$ cat src/hw/otsb_pkg.sv
// Purpose: constants and types for the overtravel stop and brake control
// Assumes: apb slave, 32-bit data, one aligned word per register
// Notes:   offsets and layouts below are shared by the design files
// Overview of operation
// - forward limit selection: 3 uses forward input, 9 disables forward checking
// - reverse limit selection: 4 uses reverse input, 9 disables reverse checking
// - limit and stop method settings take effect only after a power cycle
// - method 0: brake with stop torque limit, then leave motor free
// - method 1: coast like servo off, then leave motor free
// - post-stop 1: brake then zero clamp; post-stop 2: coast then free
// - zero clamp keeps position loop closed with zero position command
// - stop torque limit 0 to 300 percent, default 300, no restart needed
// - stop torque limit applies whenever forward or reverse limit is active
// - new servo-on while coasting after limit stop returns motor to control
// - brake release output low releases brake, high holds brake
// - brake release output drives no terminal until a terminal is assigned
// - brake assignment 0 unused (default), 1 to 6 select that terminal
package otsb_pkg;

  localparam logic [7:0]  OTSB_CFG_OFS    = 8'h00;
  localparam logic [7:0]  OTSB_TORQ_OFS   = 8'h04;
  localparam logic [7:0]  OTSB_BKASG_OFS  = 8'h08;
  localparam logic [7:0]  OTSB_STAT_OFS   = 8'h0c;
  localparam logic [7:0]  OTSB_ACT_OFS    = 8'h10;

  localparam int          OTSB_FWD_LSB    = 0;
  localparam int          OTSB_REV_LSB    = 4;
  localparam int          OTSB_STOP_LSB   = 8;
  localparam int          OTSB_POST_LSB   = 12;

  localparam logic [3:0]  OTSB_FWD_RST    = 4'h3;
  localparam logic [3:0]  OTSB_REV_RST    = 4'h4;
  localparam logic [3:0]  OTSB_SEL_OFF    = 4'h9;
  localparam logic [3:0]  OTSB_STOP_RST   = 4'h0;
  localparam logic [3:0]  OTSB_STOP_COAST = 4'h1;
  localparam logic [3:0]  OTSB_POST_RST   = 4'h0;
  localparam logic [3:0]  OTSB_POST_CLAMP = 4'h1;
  localparam logic [3:0]  OTSB_POST_COAST = 4'h2;
  localparam logic [8:0]  OTSB_TORQ_RST   = 9'h12c;
  localparam logic [8:0]  OTSB_TORQ_MAX   = 9'h12c;
  localparam logic [2:0]  OTSB_BK_RST     = 3'h0;
  localparam int          OTSB_NTERM      = 6;

  typedef struct packed {
    logic [3:0] post_sel;
    logic [3:0] stop_sel;
    logic [3:0] rev_sel;
    logic [3:0] fwd_sel;
  } otsb_cfg_t;

  localparam otsb_cfg_t   OTSB_CFG_RST    = '{post_sel: OTSB_POST_RST,
                                              stop_sel: OTSB_STOP_RST,
                                              rev_sel:  OTSB_REV_RST,
                                              fwd_sel:  OTSB_FWD_RST};

  typedef struct packed {
    logic fwd_hit;
    logic rev_hit;
  } otsb_hit_t;

  typedef enum logic [2:0] {
    OTSB_RUN   = 3'b000,
    OTSB_BRAKE = 3'b001,
    OTSB_COAST = 3'b010,
    OTSB_FREE  = 3'b011,
    OTSB_CLAMP = 3'b100
  } otsb_state_t;

endpackage

$ cat src/hw/otsb_ctrl.sv
// Purpose: overtravel stop sequencing and brake release output control
// Assumes: apb slave with one wait state; power_cycle marks a restart
// Notes:   pending settings become active on power_cycle; reset loads the defaults
`timescale 1ns/10ps
module otsb_ctrl #(
  parameter int NTERM = otsb_pkg::OTSB_NTERM
) (
  input  wire logic              pclk,
  input  wire logic              presetn,
  input  wire logic              psel,
  input  wire logic              penable,
  input  wire logic              pwrite,
  input  wire logic [7:0]        paddr,
  input  wire logic [31:0]       pwdata,
  output logic      [31:0]       prdata,
  output logic                   pready,
  output logic                   pslverr,
  input  wire logic              power_cycle,
  input  wire logic              forward_limit_input,
  input  wire logic              reverse_limit_input,
  input  wire logic              servo_on,
  input  wire logic              speed_zero,
  output logic                   drive_enable,
  output logic                   stop_torque_en,
  output logic      [8:0]        torque_limit,
  output logic                   zero_clamp,
  output logic      [NTERM-1:0]  brake_release_output_n
);

  // pending and active configuration
  otsb_pkg::otsb_cfg_t pend_q;
  otsb_pkg::otsb_cfg_t pend_d;
  otsb_pkg::otsb_cfg_t act_q;
  otsb_pkg::otsb_cfg_t act_d;
  logic [8:0]          torq_q;
  logic [8:0]          torq_d;
  logic [2:0]          bk_q;
  logic [2:0]          bk_d;

  // apb answer
  logic                pready_q;
  logic                pready_d;
  logic                pslverr_q;
  logic                pslverr_d;
  logic [31:0]         prdata_q;
  logic [31:0]         prdata_d;

  // stop sequencer
  otsb_pkg::otsb_state_t st_q;
  otsb_pkg::otsb_state_t st_d;
  logic                son_q;
  logic                son_d;
  logic                drv_q;
  logic                drv_d;
  logic                stq_q;
  logic                stq_d;
  logic [8:0]          tlim_q;
  logic [8:0]          tlim_d;
  logic                clamp_q;
  logic                clamp_d;
  logic [NTERM-1:0]    bkout_q;
  logic [NTERM-1:0]    bkout_d;

  otsb_pkg::otsb_hit_t hit;
  logic                wr_en;
  logic                rd_go;
  logic                any_hit;

  function automatic logic addr_ok(input logic [7:0] a);
    addr_ok = (a == otsb_pkg::OTSB_CFG_OFS)   ||
              (a == otsb_pkg::OTSB_TORQ_OFS)  ||
              (a == otsb_pkg::OTSB_BKASG_OFS) ||
              (a == otsb_pkg::OTSB_STAT_OFS)  ||
              (a == otsb_pkg::OTSB_ACT_OFS);
  endfunction

  otsb_limit_qual u_qual (
    .forward_limit_input (forward_limit_input),
    .reverse_limit_input (reverse_limit_input),
    .cfg                 (act_q),
    .hit                 (hit)
  );

  assign any_hit = hit.fwd_hit | hit.rev_hit;
  assign rd_go   = psel & penable & ~pready_q;
  assign wr_en   = psel & penable & pready_q & pwrite &
                   addr_ok(paddr);

  // apb handshake, one wait state
  always_comb begin
    pready_d  = rd_go;
    pslverr_d = pslverr_q;
    prdata_d  = prdata_q;
    if (rd_go) begin
      pslverr_d = ~addr_ok(paddr);
      prdata_d  = 32'h0000_0000;
      if (!pwrite) begin
        case (paddr)
          otsb_pkg::OTSB_CFG_OFS:   prdata_d = {16'h0000, pend_q};
          otsb_pkg::OTSB_TORQ_OFS:  prdata_d = {23'h000000, torq_q};
          otsb_pkg::OTSB_BKASG_OFS: prdata_d = {29'h0000000, bk_q};
          otsb_pkg::OTSB_STAT_OFS: begin
            prdata_d = {24'h000000, clamp_q, drv_q, stq_q,
                        hit.rev_hit, hit.fwd_hit, st_q};
          end
          otsb_pkg::OTSB_ACT_OFS:   prdata_d = {16'h0000, act_q};
          default:                  prdata_d = 32'h0000_0000;
        endcase
      end
    end else if (!psel) begin
      pslverr_d = 1'b0;
    end
  end

  // configuration registers
  always_comb begin
    pend_d = pend_q;
    torq_d = torq_q;
    bk_d   = bk_q;
    act_d  = act_q;
    if (wr_en) begin
      case (paddr)
        otsb_pkg::OTSB_CFG_OFS:  pend_d = pwdata[15:0];
        otsb_pkg::OTSB_TORQ_OFS: begin
          // out of range values are refused
          if (pwdata[31:0] <= {23'h000000, otsb_pkg::OTSB_TORQ_MAX}) begin
            torq_d = pwdata[8:0];
          end
        end
        otsb_pkg::OTSB_BKASG_OFS: begin
          if (pwdata[31:0] <= NTERM) begin
            bk_d = pwdata[2:0];
          end
        end
        default: pend_d = pend_q;
      endcase
    end
    if (power_cycle) begin
      act_d = pend_q;
    end
  end

  // stop sequencer next state
  always_comb begin
    st_d    = st_q;
    son_d   = servo_on;
    drv_d   = drv_q;
    stq_d   = any_hit;
    tlim_d  = any_hit ? torq_q : otsb_pkg::OTSB_TORQ_MAX;
    clamp_d = 1'b0;
    bkout_d = {NTERM{1'b1}};
    case (st_q)
      otsb_pkg::OTSB_RUN: begin
        drv_d = servo_on;
        if (any_hit && !speed_zero && servo_on) begin
          if (act_q.post_sel == otsb_pkg::OTSB_POST_COAST ||
              (act_q.post_sel == otsb_pkg::OTSB_POST_RST &&
               act_q.stop_sel == otsb_pkg::OTSB_STOP_COAST)) begin
            st_d  = otsb_pkg::OTSB_COAST;
            drv_d = 1'b0;
          end else begin
            st_d  = otsb_pkg::OTSB_BRAKE;
          end
        end
      end
      otsb_pkg::OTSB_BRAKE: begin
        drv_d = 1'b1;
        if (speed_zero) begin
          if (act_q.post_sel == otsb_pkg::OTSB_POST_CLAMP) begin
            st_d    = otsb_pkg::OTSB_CLAMP;
            clamp_d = 1'b1;
          end else begin
            st_d  = otsb_pkg::OTSB_FREE;
            drv_d = 1'b0;
          end
        end
      end
      otsb_pkg::OTSB_COAST, otsb_pkg::OTSB_FREE: begin
        drv_d = 1'b0;
        if (st_q == otsb_pkg::OTSB_COAST && speed_zero) begin
          st_d = otsb_pkg::OTSB_FREE;
        end
        if (servo_on && !son_q) begin
          st_d  = otsb_pkg::OTSB_RUN;
          drv_d = 1'b1;
        end
      end
      otsb_pkg::OTSB_CLAMP: begin
        drv_d   = 1'b1;
        clamp_d = 1'b1;
        if (!any_hit || !servo_on) begin
          st_d    = otsb_pkg::OTSB_RUN;
          drv_d   = servo_on;
          clamp_d = 1'b0;
        end
      end
      default: begin
        st_d  = otsb_pkg::OTSB_RUN;
        drv_d = 1'b0;
      end
    endcase
    // release the brake only while the drive holds the motor
    for (int i = 0; i < NTERM; i++) begin
      if (bk_q == 3'(i + 1)) begin
        bkout_d[i] = ~drv_d;
      end
    end
  end

  always_ff @(posedge pclk or negedge presetn) begin
    if (!presetn) begin
      pready_q  <= 1'b0;
      pslverr_q <= 1'b0;
      prdata_q  <= 32'h0000_0000;
      pend_q    <= otsb_pkg::OTSB_CFG_RST;
      act_q     <= otsb_pkg::OTSB_CFG_RST;
      torq_q    <= otsb_pkg::OTSB_TORQ_RST;
      bk_q      <= otsb_pkg::OTSB_BK_RST;
      st_q      <= otsb_pkg::OTSB_RUN;
      son_q     <= 1'b0;
      drv_q     <= 1'b0;
      stq_q     <= 1'b0;
      tlim_q    <= otsb_pkg::OTSB_TORQ_MAX;
      clamp_q   <= 1'b0;
      bkout_q   <= {NTERM{1'b1}};
    end else begin
      pready_q  <= pready_d;
      pslverr_q <= pslverr_d;
      prdata_q  <= prdata_d;
      pend_q    <= pend_d;
      act_q     <= act_d;
      torq_q    <= torq_d;
      bk_q      <= bk_d;
      st_q      <= st_d;
      son_q     <= son_d;
      drv_q     <= drv_d;
      stq_q     <= stq_d;
      tlim_q    <= tlim_d;
      clamp_q   <= clamp_d;
      bkout_q   <= bkout_d;
    end
  end

  assign prdata                 = prdata_q;
  assign pready                 = pready_q;
  assign pslverr                = pslverr_q;
  assign drive_enable           = drv_q;
  assign stop_torque_en         = stq_q;
  assign torque_limit           = tlim_q;
  assign zero_clamp             = clamp_q;
  assign brake_release_output_n = bkout_q;

endmodule

$ cat src/hw/otsb_limit_qual.sv
// Purpose: qualifies the travel limit inputs with the active selections
// Assumes: limit inputs synchronous to pclk, high means motion forbidden
// Notes:   purely combinational
`timescale 1ns/10ps
module otsb_limit_qual (
  input  wire logic               forward_limit_input,
  input  wire logic               reverse_limit_input,
  input  wire otsb_pkg::otsb_cfg_t cfg,
  output otsb_pkg::otsb_hit_t     hit
);

  always_comb begin
    // a selection of 9 masks the input entirely
    hit.fwd_hit = forward_limit_input &
                  (cfg.fwd_sel != otsb_pkg::OTSB_SEL_OFF);
    hit.rev_hit = reverse_limit_input &
                  (cfg.rev_sel != otsb_pkg::OTSB_SEL_OFF);
  end

endmodule

$ cat config.mk
export PLATFORM = sky130hd
export DESIGN_NAME = otsb_ctrl
export DESIGN_NICKNAME = d
export VERILOG_FILES = /design/src/hw/otsb_pkg.sv /design/src/hw/otsb_ctrl.sv /design/src/hw/otsb_limit_qual.sv
export SDC_FILE = /design/constraint.sdc
export NUM_CORES = 1
export LEC_CHECK = 0
export ABC_AREA = 1
export ABC_CLOCK_PERIOD_IN_PS = 1800
export BUFFER_PORTS_ARGS = -buffer_cell sky130_fd_sc_hd__buf_2
export CAP_MARGIN = 40
export CORE_AREA = 2 2 116 130
export CTS_BUF_LIST = sky130_fd_sc_hd__clkbuf_8
export CTS_CLUSTER_DIAMETER = 100
export DETAILED_ROUTE_END_ITERATION = 8
export DIE_AREA = 0 0 118 132
export SETUP_SLACK_MARGIN = 0.4
export SYNTH_ARGS = -nofsm -noshare
export SYNTH_HDL_FRONTEND = slang
export SYNTH_HIERARCHICAL = 1
export SYNTH_SLANG_ARGS = --single-unit
$ cat constraint.sdc
create_clock -name pclk -period 1.8 [get_ports pclk]
set_input_delay 0.36 -clock pclk [delete_from_list [all_inputs] [get_ports pclk]]
set_output_delay 0.36 -clock pclk [all_outputs]
set_load 0.01 [all_outputs]
Yosys cells after proc, flatten, opt, wreduce, memory -nomap -nowiden:

Cells that the tools add are included.

* register bits after elaboration: 100
* bits of input ports: 50
* output and inout port bits: 52

* magnitude comparators: 2
* equal/unequal tests: 24
* multiplexer cells: 29
* bitwise operators: 11
* reductions and logical operators: 23

Operators with widths (count)
* one-hot mux 16 bit (5 select lines): 1
* <= comparator 32 x 3 -> 1 bit, second input constant: 1
* <= comparator 32 x 9 -> 1 bit, second input constant: 1
* 2-to-1 mux 3 bit: 6
* == test 8 x 4 -> 1 bit, second input constant: 2
* 2-to-1 mux 1 bit: 16
* 2-to-1 mux 16 bit: 1
* == test 3 x 2 -> 1 bit, second input constant: 4
* == test 3 bit, second input constant: 4
* one-hot mux 3 bit (4 select lines): 1
* 2-to-1 mux 9 bit: 1
* == test 4 x 1 -> 1 bit, second input constant: 2
* == test 8 x 3 -> 1 bit, second input constant: 1
* == test 8 x 5 -> 1 bit, second input constant: 1
* logical NOT 8 bit: 1
* != test 4 bit, second input constant: 2
* bitwise AND 1 bit: 7
* == test 3 x 1 -> 1 bit, second input constant: 2
* logical OR 1 bit: 6
* != test 2 bit, second input constant: 3
* AND reduction 3 bit: 2
* logical AND 1 bit: 5
* == test 4 x 2 -> 1 bit, second input constant: 1
* logical NOT 1 bit: 4
* other kinds (12): 14

Depth between registers and ports, before layout:

Gate-level depths: netlist of run 1.

* depth in word-level cells: 9
* mapped depth: 13

Modules after synthesis:

Netlist of run 1, hierarchy kept.

By module, submodules not included
* otsb_ctrl: times used 1, cells each 493, area each 4172.8 µm²
* otsb_limit_qual: times used 1, cells each 10, area each 40.0 µm²

Worst setup path after synthesis of run 1:

Ideal clock, no wire load.

* path type: input -> register
* start: input port paddr[7]
* end: register pend_q[10] in the netlist's numbering
* library setup time: 0.117 ns
* arrival: 1.327 ns
* data required time: 1.683 ns
* path slack: 0.355 ns
* stages on the path: 9
* cell sequence: nor2_2 -> nand2_4 -> inv_2 -> o211ai_2 -> nand2_4 -> nand3_4 -> buf_6 -> nand2_1 -> o21ai_2

* word-level cells in the longest chain between the ends: 7
* elaborated cells between the ends (all ways): 11
* those cells by class: eq/ne: 4; bitwise: 1; reduce/logical: 6

Ends and longest elaborated chain
* start: declaration: RTL line otsb_ctrl.sv:13 `input wire logic [7:0] paddr,`
* == test 8 x 3 -> 1 bit / logical NOT 8 bit (equally long branches): RTL line otsb_ctrl.sv:71, otsb_ctrl.sv:70, otsb_ctrl.sv:122
* logical OR 1 bit: RTL line otsb_ctrl.sv:70 `addr_ok = (a == otsb_pkg::OTSB_CFG_OFS) ||`
* logical OR 1 bit: RTL line otsb_ctrl.sv:71 `(a == otsb_pkg::OTSB_TORQ_OFS) ||`
* logical OR 1 bit: RTL line otsb_ctrl.sv:72 `(a == otsb_pkg::OTSB_BKASG_OFS) ||`
* logical OR 1 bit: RTL line otsb_ctrl.sv:73 `(a == otsb_pkg::OTSB_STAT_OFS) ||`
* bitwise AND 1 bit: RTL line otsb_ctrl.sv:86 `assign wr_en = psel & penable & pready_q & pwrite &`
* AND reduction 2 bit (no line) (*)
* end signal: assignment: RTL line otsb_ctrl.sv:215 `pend_q <= otsb_pkg::OTSB_CFG_RST;`
* end signal: assignment: RTL line otsb_ctrl.sv:230 `pend_q <= pend_d;`
* end: declaration: RTL line otsb_ctrl.sv:31 `otsb_pkg::otsb_cfg_t pend_q;`

Every way passes the cells marked *; elsewhere a longest branch is shown, timed or not.
A chain may end at the register's enable or synchronous reset.

==> results.cfg, run 1 <==
[clock_tree]
tritoncts = built
cts_made_buffers = 9
clk_latency_ps = 360
clk_path_buf_depth = 2
path_clk_slew_ps = 80
root_buffer = clkbuf_8
htreeDepth = 3
cts_sinks = 84

[worst_hold_path]
min_path_cells = 1
hold_class = input pin to flop
whs_endpoint = son_q$_DFF_PN0_
hold_start = servo_on

[synthesis]
synthDistinctLibCells = 29
synth-simple-area-share_pct = 28.54
synth_xor_area_share_pct = 0
syn_inst = 503
ys_ff_latch = 84
muxShareOfSynthArea_pct = 2.406
avgSynthCellArea_um2 = 8.375
seq_area_frac_synth_pct = 50.49
synth_edf_count = 0
synthArstFlopShare_pct = 100.0
synth_top_family_by_area = simple AND/OR/NAND/NOR gates
synth_fa_ha_area_share_pct = 0
syn-cell-area_um2 = 4213
synth_compound_area_share_pct = 9.088
synth_flop_cell = dfrtp_1
ys_warn_count = 6

[timing]
setup_viol = 0
setup_tns_ps = 0
hold_viol = 0
layout_setup_ws_ps = 303.6
timing.fmax_ghz = 0.6683
finClkSkew_ps = 5.593
period_minus_slack_ps = 1496
rsz0062_at_grt = yes
drv_slew = 0
final.period_utilization_pct = 83.13

[die]
initial_core_util_pct = 29.63
die_x_um = 118
design.core.area_um2 = 14220
die_area_um2 = 15580
die_h_um = 132
ios = 102
rows = 46

[setup_path]
path_cells = nor2_2 -> a21oi_2 -> inv_2 -> nand2_4 -> nand3_2 -> nand2_2 -> inv_2 -> nor2_1 -> nand2_1 -> nand2_2 -> nand2_4 -> nand2_2
r2r_cells = 12
crit_family = simple AND/OR/NAND/NOR gates
cp.depth = 12
arrival_ps = 1800
timing_worst_setup_path_type = flop to flop
cp_max_fo = 7
cpPeakStageDelay_ps = 560
r2r_end = brake_release_output_n[5]$_DFF_PN1_
critPathRequiredTime_ps = 2100
crit_buf_inv = 2
worstReg2RegStart = act_q[1]$_DFFE_PN1P_
crit_path_start_kind = flop
cp_common_cell = nand2_2
end_kind = flop
slowest_stage = dfstp_2
reg2reg_slack_ps = 300

[pwr]
leakagePower_nw = 2.710
power_density_nw_per_um2 = 768.5
vdd_ir_drop_max_mv = 0.3448

[finish]
nets = 655
areaGrowthSynthToFinish_pct = 25.25
drive_gt1_share_pct = 35.25

[detailed_routing]
vias_per_cell = 4.374
drt_iter0_markers = 235
drc = 0
drtPass1Iterations = 6
routed_wl_um = 10740
final_antenna_net_count = 0
wire_per_inst_um = 13.38
vias = 3512

[grt]
grt.overflow.total = 0
grt_pass1_wl_um = 17750
antenna_found_initial = 1
grt_max_degree = 33
grtUsageTotal_pct = 14.33
grt_pass1_vias = 3524

[run]
cap_violations = 0

[placement]
gp_congestion = 0.8010
hpwl_um = 8456
dp_slack_ps = 119.1
portBuffers = 85

[run_status]
outcome = complete, no violations
-- stage by stage --
step                      utilization (%)  area [um^2]  hold slack [ps]  total power (W)  instances
after CTS                           36.46         5184            166.4         0.004044        799
final                               37.11         5276            195.3         0.004055        803
after global placement              34.52         4907            284.4         0.002511        779
after detailed placement            34.52         4907            289.3         0.002521        779
after floorplan                         -         4299            64.41         0.002325        518
after global routing                37.10         5274            170.2         0.004276        802
-- cell families after synthesis --
| logic type | after synthesis |
|---|---|
| flip-flops | 84 |
| other | 1 |
| multiplexers | 9 |
| AND/OR/NAND/NOR | 264 |
| AO/OA/AOI/OAI | 63 |
| buffers and inverters | 82 |
-- cells in the mapped netlist (all sizes together) (3+ instances only) --
cell    instances  area (um^2)
a21oi           4        20.02
buf            23        173.9
clkbuf          3        11.26
dfrtp          64         1602
dfstp          20        525.5
inv            56        210.2
mux2            9        101.4
nand2         159        636.9
nand3          33        190.2
nand4           4        25.02
nor2           53        266.5
nor3           10        50.05
o21ai          58        350.3
or2             3        18.77
-- where the power goes --
| part | leakage, nW | internal, W | switching, W |
|---|---|---|---|
| Combinational | 1.51 | 0.000196 | 0.000365 |
| Sequential | 1.09 | 0.00194 | 0.0000461 |
| Clock | 0.117 | 0.000850 | 0.000660 |
-- worst max-delay path by stage --
stage	start	endpoint	slack [ps]
detailed placement	paddr[5]	torq_q[5]$_DFFE_PN1P_	120
global placement	paddr[5]	torq_q[7]$_DFFE_PN0P_	140
floorplan	paddr[1]	pend_q[10]$_DFFE_PN0P_	390
finish	act_q[1]$_DFFE_PN1P_	brake_release_output_n[5]$_DFF_PN1_	300
CTS	act_q[6]$_DFFE_PN1P_	brake_release_output_n[5]$_DFF_PN1_	310
global route	act_q[6]$_DFFE_PN1P_	brake_release_output_n[2]$_DFF_PN1_	190
-- worst register-to-register path, delay by kind of cell (launching register included) --
| kind | cells | cell delay (ps) |
|---|---|---|
| DFF | 1 | 560 |
| buffers and inverters | 2 | 90 |
| and+or+nand+nor | 9 | 640 |
| AOI/OAI and AO/OA | 1 | 150 |
-- what timing repair did --
| item | 4_1_cts | 5_1_grt |
|---|---|---|
| setup buffers | 3 | 3 |
| hold buffers | 1 | 0 |
| endpoints found under the hold margin | 12 | 0 |
| endpoints found under the setup margin | 13 | 35 |
| resized for setup | 4 | 24 |
| pin swaps | 10 | 9 |
-- registers in the layout, indices dropped and copies added (netlist names) --
signal / flops
torque_limit: 9
bk_q: 3
son_q: 1
drive_enable: 1
stop_torque_en: 1
torq_q: 9
pend_q: 16
pready: 1
st_q: 3
zero_clamp: 1
pslverr: 1
act_q: 16
brake_release_output_n: 6
prdata: 16
-- cell type report --
type                    instances  area [um^2]
fillers                      1509         8940
flip-flops and latches         84         2127
multi-input cells             352         1839
repair buffers                102        624.3
well taps                     192        240.2
inverters                      56        215.2
clock buffers                  11        151.4
clock inverters                 5        76.32
diodes                          1        2.502
-- per-layer routing --
metal,GRT usage [%],part of all wire (%),up-vias
li1,-,-,1763
met1,18.32,44,1640
met2,23.00,49,97
met3,4.282,5.0,12
met4,5.221,1.4,0
met5,0,0,-
-- placed cells by master (no fill, tap or decap), drive strengths merged --
cell	n
mux2	9
clkinvlp	1
inv	57
bufinv	2
nor3b	1
diode	1
nand4	4
dfstp	20
buf	101
dfrtp	64
clkinv	1
or2	3
nand3	33
clkbuf	11
nor2	53
nand2	159
nand3b	1
o21ai	58
nor3	10
o211ai	1
dlygate4sd3	1
a21oi	4
conb	16
Power figures use the tool's default switching activity.
==> run 2, diff against run 1 <==
--- a/config.mk
+++ b/config.mk
@@ -6,7 +6,7 @@
 export NUM_CORES = 1
 export LEC_CHECK = 0
 export ABC_AREA = 1
-export ABC_CLOCK_PERIOD_IN_PS = 1800
+export ABC_CLOCK_PERIOD_IN_PS = 1200
 export BUFFER_PORTS_ARGS = -buffer_cell sky130_fd_sc_hd__buf_2
 export CAP_MARGIN = 40
 export CORE_AREA = 2 2 116 130
==> constraint.sdc (replaced) <==
create_clock -name pclk -period 1.2 [get_ports pclk]
set_input_delay 0.24 -clock pclk [delete_from_list [all_inputs] [get_ports pclk]]
set_output_delay 0.24 -clock pclk [all_outputs]
set_load 0.01 [all_outputs]
==> run 2 against run 1 <==
The run now ends with negative hold slack, negative setup slack left. Register-to-register slack worse by 650 ps. Final cell count up 12%. Core utilization up 9.4 points. First-iteration DRC count up 11%. Sequential power up 49%. Critical path depth unchanged. Final area up 25%. Critical endpoint unchanged.
==> results.cfg, run 2 (synthesis results as in run 1) <==
[clock_tree]
root_buffer = clkbuf_8
clk_latency_ps = 370
tritoncts = built
cts_sinks = 84
clk_path_buf_depth = 2
cts_made_buffers = 9
path_clk_slew_ps = 90
htreeDepth = 3

[detailed_routing]
wire_per_inst_um = 13.59
drt_iter0_markers = 261
drc = 0
drtPass1Iterations = 4
vias = 3972
routed_wl_um = 12260
final_antenna_net_count = 0
vias_per_cell = 4.404

[timing]
setup_viol = 57
rsz0062_at_grt = yes
fin_hold_ws_ps = -123.8
timing.fmax_ghz = 0.6483
drv_slew = 0
relSlewSlack_pct = 63.39
period_minus_slack_ps = 1542
tightestPinTransition_ps = 547.3
final.period_utilization_pct = 128.5
finClkSkew_ps = 14.41
hold_viol = 56
layout_setup_ws_ps = -342.5

[setup_path]
cp_max_fo = 7
path_cells = nor2_1 -> a21oi_1 -> inv_1 -> nand2_4 -> nand3_2 -> nand2_2 -> inv_2 -> nor2_1 -> nand2_1 -> nand2_2 -> nand2_4 -> nand2_2
crit_buf_inv = 2
timing_worst_setup_path_type = flop to flop
crit_path_start_kind = flop
slowest_stage = dfstp_2
end_kind = flop
crit_family = simple AND/OR/NAND/NOR gates
cp_common_cell = nand2_2
cpPeakStageDelay_ps = 540
critPathRequiredTime_ps = 1510
arrival_ps = 1860

[finish]
areaGrowthSynthToFinish_pct = 56.85
nets = 755
layout_common_cells = nand2_1 (114), buf_4 (77), buf_2 (72)
final_common_cell = nand2_1
drive_gt1_share_pct = 51.55
fin_util_pct = 46.48
n_antenna_cell = 0

[placement]
gp_congestion = 0.9365
hpwl_um = 9107
dp_slack_ps = -313.9
portBuffers = 85

[pwr]
leakagePower_nw = 3.321
vdd_ir_drop_max_mv = 0.5237
report.power.total_w = 0.006251
power_density_nw_per_um2 = 946.0

[die]
ios = 102
design.core.area_um2 = 14220
rows = 46
die_x_um = 118
die_h_um = 132
initial_core_util_pct = 29.63
die_area_um2 = 15580

[grt]
grt_pass1_wl_um = 19660
grt.overflow.total = 0
antenna_found_initial = 0
grtUsageTotal_pct = 15.69
grt_pass1_vias = 4103
grt_max_degree = 26

[run_status]
violations = negative hold slack, negative setup slack
outcome = complete, but fails checks

[run]
cap_violations = 0

[worst_hold_path]
hold_class = input pin to async pin
[run 2: layer usage]
layer / GRT usage, % / share of wire, %
met3: 2.379 / 3.8
met5: 0 / 0
met1: 18.48 / 41
met2: 27.97 / 53
met4: 7.363 / 2.7
[run 2: worst paths after layout]
| path | startpoint | to | slack [ps] | cells after the start |
|---|---|---|---|---|
| worst max register to register | act_q[6]$_DFFE_PN1P_ | brake_release_output_n[5]$_DFF_PN1_ | -340 | 12 |
| worst max-delay path | act_q[6]$_DFFE_PN1P_ | brake_release_output_n[5]$_DFF_PN1_ | -340 | 12 |
| worst min-delay path | presetn | pend_q[4]$_DFFE_PN0P_ | -120 | 2 |
| min in group pclk | servo_on | son_q$_DFF_PN0_ | 50 | 1 |
| worst min register to register | pend_q[0]$_DFFE_PN1P_ | pend_q[0]$_DFFE_PN1P_ | 490 | 2 |
| max in group asynchronous | presetn | act_q[1]$_DFFE_PN1P_ | 330 | 2 |
[run 2: cell type report]
class / instances / area (um^2)
Clock buffer: 11 / 151.4
Fill cell: 1347 / 7609
Multi-Input combinational cell: 354 / 2190
Timing Repair Buffer: 200 / 1629
Inverter: 56 / 219.0
Tap cell: 192 / 240.2
Clock inverter: 5 / 51.30
Sequential cell: 84 / 2127
[run 2: metrics by stage]
stage          instances  TNS [ps]  cell area (um^2)
2_1_floorplan        518     -4448              4433
3_3_place_gp         843    -13790              5522
3_5_place_dp         843    -15350              5522
4_1_cts              882     -6849              6231
5_1_grt              902    -11560              6608
6_report             902     -6948              6608
[run 2: timing repair]
action | 4_1_cts | 5_1_grt
pin swaps | 34 | 30
gates resized for setup | 72 | 59
hold endpoints to repair | 36 | 11
setup buffers | 20 | 18
endpoints found under the setup margin | 110 | 111
gates cloned | 3 | 1
[run 2: where the power goes]
part,leakage [nW],internal [W],total (W),switching (W)
sequential,1.09,0.00291,0.00296,0.0000543
combinational,2.13,0.000541,0.00122,0.000677
clock,0.107,0.00106,0.00207,0.00101
total,3.32,0.00451,0.00625,0.00174
==> run 3, diff against run 2 <==
--- a/config.mk
+++ b/config.mk
@@ -9,11 +9,11 @@
 export ABC_CLOCK_PERIOD_IN_PS = 1200
 export BUFFER_PORTS_ARGS = -buffer_cell sky130_fd_sc_hd__buf_2
 export CAP_MARGIN = 40
-export CORE_AREA = 2 2 116 130
+export CORE_AREA = 2 2 171 89
 export CTS_BUF_LIST = sky130_fd_sc_hd__clkbuf_8
 export CTS_CLUSTER_DIAMETER = 100
 export DETAILED_ROUTE_END_ITERATION = 8
-export DIE_AREA = 0 0 118 132
+export DIE_AREA = 0 0 173 91
 export SETUP_SLACK_MARGIN = 0.4
 export SYNTH_ARGS = -nofsm -noshare
 export SYNTH_HDL_FRONTEND = slang
==> run 3 against run 2 <==
The flow still finishes with violations (negative hold slack, negative setup slack). First-iteration DRC count down 5.7%. Sequential cell count unchanged. Global-route usage up 1.3 points. Count of clock-buffer cells in the layout unchanged. Register-to-register slack about the same. Worst setup slack better by 4.9 ps. Clock skew down 2.6 ps. Sequential power about the same. Final cell count down 0.22%. Final area up 0.30%. Critical path depth down 1. Via count up 1.1%. Largest power group unchanged.
==> results.cfg, run 3 (synthesis results as in run 1) <==
[grt]
antenna_found_initial = 0
grt_pass1_wl_um = 20910
grt.overflow.total = 0
grt_pass1_vias = 3966
grtUsageTotal_pct = 17.04
grt_max_degree = 49

[pwr]
vdd_ir_drop_max_mv = 0.4242
leakagePower_nw = 3.308
power_density_nw_per_um2 = 991.7

[setup_path]
cpPeakStageDelay_ps = 540
crit_buf_inv = 3
crit_family = simple AND/OR/NAND/NOR gates
path_cells = nand2_1 -> inv_1 -> a21oi_2 -> inv_2 -> nand2_4 -> buf_6 -> nand3_4 -> nand3_2 -> nor2_4 -> nand2_1 -> nand2_1
crit_path_start_kind = flop
timing_worst_setup_path_type = flop to flop
critPathRequiredTime_ps = 1510
cp_common_cell = nand2_1
r2r_cells = 11
cp_max_fo = 4
worstReg2RegStart = act_q[0]$_DFFE_PN1P_
r2r_end = st_q[1]$_DFFE_PN0P_
slowest_stage = dfstp_2
arrival_ps = 1850
reg2reg_slack_ps = -340
end_kind = flop

[detailed_routing]
vias_per_cell = 4.462
vias = 4016
drt_iter0_markers = 246
drc = 0
drtPass1Iterations = 5
routed_wl_um = 13640
wire_per_inst_um = 15.16
final_antenna_net_count = 0

[timing]
timing.fmax_ghz = 0.6504
period_minus_slack_ps = 1538
rsz0062_at_grt = yes
finClkSkew_ps = 11.85
hold_viol = 7
final.period_utilization_pct = 128.1
fin_hold_ws_ps = -54.19
setup_viol = 68
layout_setup_ws_ps = -337.6
relSlewSlack_pct = 62.50
drv_slew = 0
tightestPinTransition_ps = 561.6

[run_status]
violations = negative hold slack, negative setup slack
outcome = complete, but fails checks

[die]
die_area_um2 = 15740
ios = 102
rows = 31
initial_core_util_pct = 29.68
design.core.area_um2 = 14200
die_h_um = 91
die_x_um = 173

[clock_tree]
htreeDepth = 3
path_clk_slew_ps = 90
cts_sinks = 84
clk_path_buf_depth = 2
cts_made_buffers = 9
clk_latency_ps = 370
root_buffer = clkbuf_8
tritoncts = built
cts_hold_buf = 2

[placement]
portBuffers = 85
hpwl_um = 9372
gp_congestion = 0.8890
dp_slack_ps = -373.6

[finish]
layout_common_cells = nand2_1 (124), buf_4 (68), dfrtp_1 (63), buf_2 (63), inv_1 (48)
nets = 747
fin_util_pct = 46.69
n_antenna_cell = 0
final_common_cell = nand2_1
areaGrowthSynthToFinish_pct = 57.32
drive_gt1_share_pct = 50.43

[worst_hold_path]
hold_class = input pin to async pin

[run]
cap_violations = 0
-- run 3: cell count changes in the layout (fill, tap and decap cells not counted), moves of 3 or more --
cell	previous run	this run
buf_2	72	63
buf_6	38	42
o21ai_1	12	9
buf_4	77	68
buf_8	0	3
clkbuf_16	1	4
nand2_1	114	124
nand2_4	17	9
-- run 3: report_power, final --
group | switching (W) | leakage, nW | internal [W]
logic | 0.000712 | 2.11 | 0.000570
clock network | 0.00103 | 0.117 | 0.00128
registers | 0.0000790 | 1.09 | 0.00291
total | 0.00182 | 3.31 | 0.00475
-- run 3: final cells by class --
cell class	instances	area, um^2
fillers	1355	7569
multi-input cells	355	2158
flip-flops and latches	84	2128
repair buffers	191	1649
well taps	198	247.7
inverters	56	216.5
clock buffers	11	151.4
clock inverters	5	76.32
-- run 3: worst reg2reg max path, stage by stage (launching register included) --
cell and delay [ps]:
dfstp_2 540, nand2_1 50, inv_1 60, a21oi_2 60
inv_2 70, nand2_4 80, buf_6 130, nand3_4 70
nand3_2 110, nor2_4 150, nand2_1 70, nand2_1 80
-- run 3: what timing repair did --
action / in CTS / in global routing
buffers inserted: 16 / 9
endpoints found under the setup margin: 111 / 162
resized for setup: 72 / 62
endpoints found under the hold margin: 29 / 2
pin swaps: 34 / 28
cloned: 3 / 4
-- run 3: metrics by stage --
step / setup TNS [ps] / area [um^2] / cells / total power [W] / hold WS [ps]
floorplan: -4448 / 4433 / 518 / 0.003505 / -55.59
global placement: -16660 / 5537 / 850 / 0.003973 / 102.4
detailed placement: -17720 / 5537 / 850 / 0.004016 / 103.8
CTS: -6529 / 6245 / 887 / 0.006469 / 32.39
global route: -13160 / 6628 / 900 / 0.006865 / -1.542
finish: -8301 / 6628 / 900 / 0.006572 / -54.19
-- run 3: worst max path at each step --
stage	slack, ps	cells past startpoint	startpoint	endpoint
5_1_grt	-450	8	st_q[1]$_DFFE_PN0P_	brake_release_output_n[5]$_DFF_PN1_
4_1_cts	-330	7	act_q[1]$_DFFE_PN1P_	torque_limit[8]$_DFF_PN1_
2_1_floorplan	-160	11	act_q[1]$_DFFE_PN1P_	drive_enable$_DFF_PN0_
6_report	-340	11	act_q[0]$_DFFE_PN1P_	st_q[1]$_DFFE_PN0P_
3_5_place_dp	-370	10	paddr[5]	torq_q[8]$_DFFE_PN1P_
3_3_place_gp	-390	10	paddr[0]	torq_q[8]$_DFFE_PN1P_
-- run 3: layer usage --
metal | wire, um | global-route usage, % | vias up
li1 | - | - | 1949
met1 | 6985 | 25.97 | 1925
met2 | 5552 | 22.97 | 126
met3 | 928 | 5.402 | 16
met4 | 173 | 3.884 | 0
met5 | 0 | 0 | -
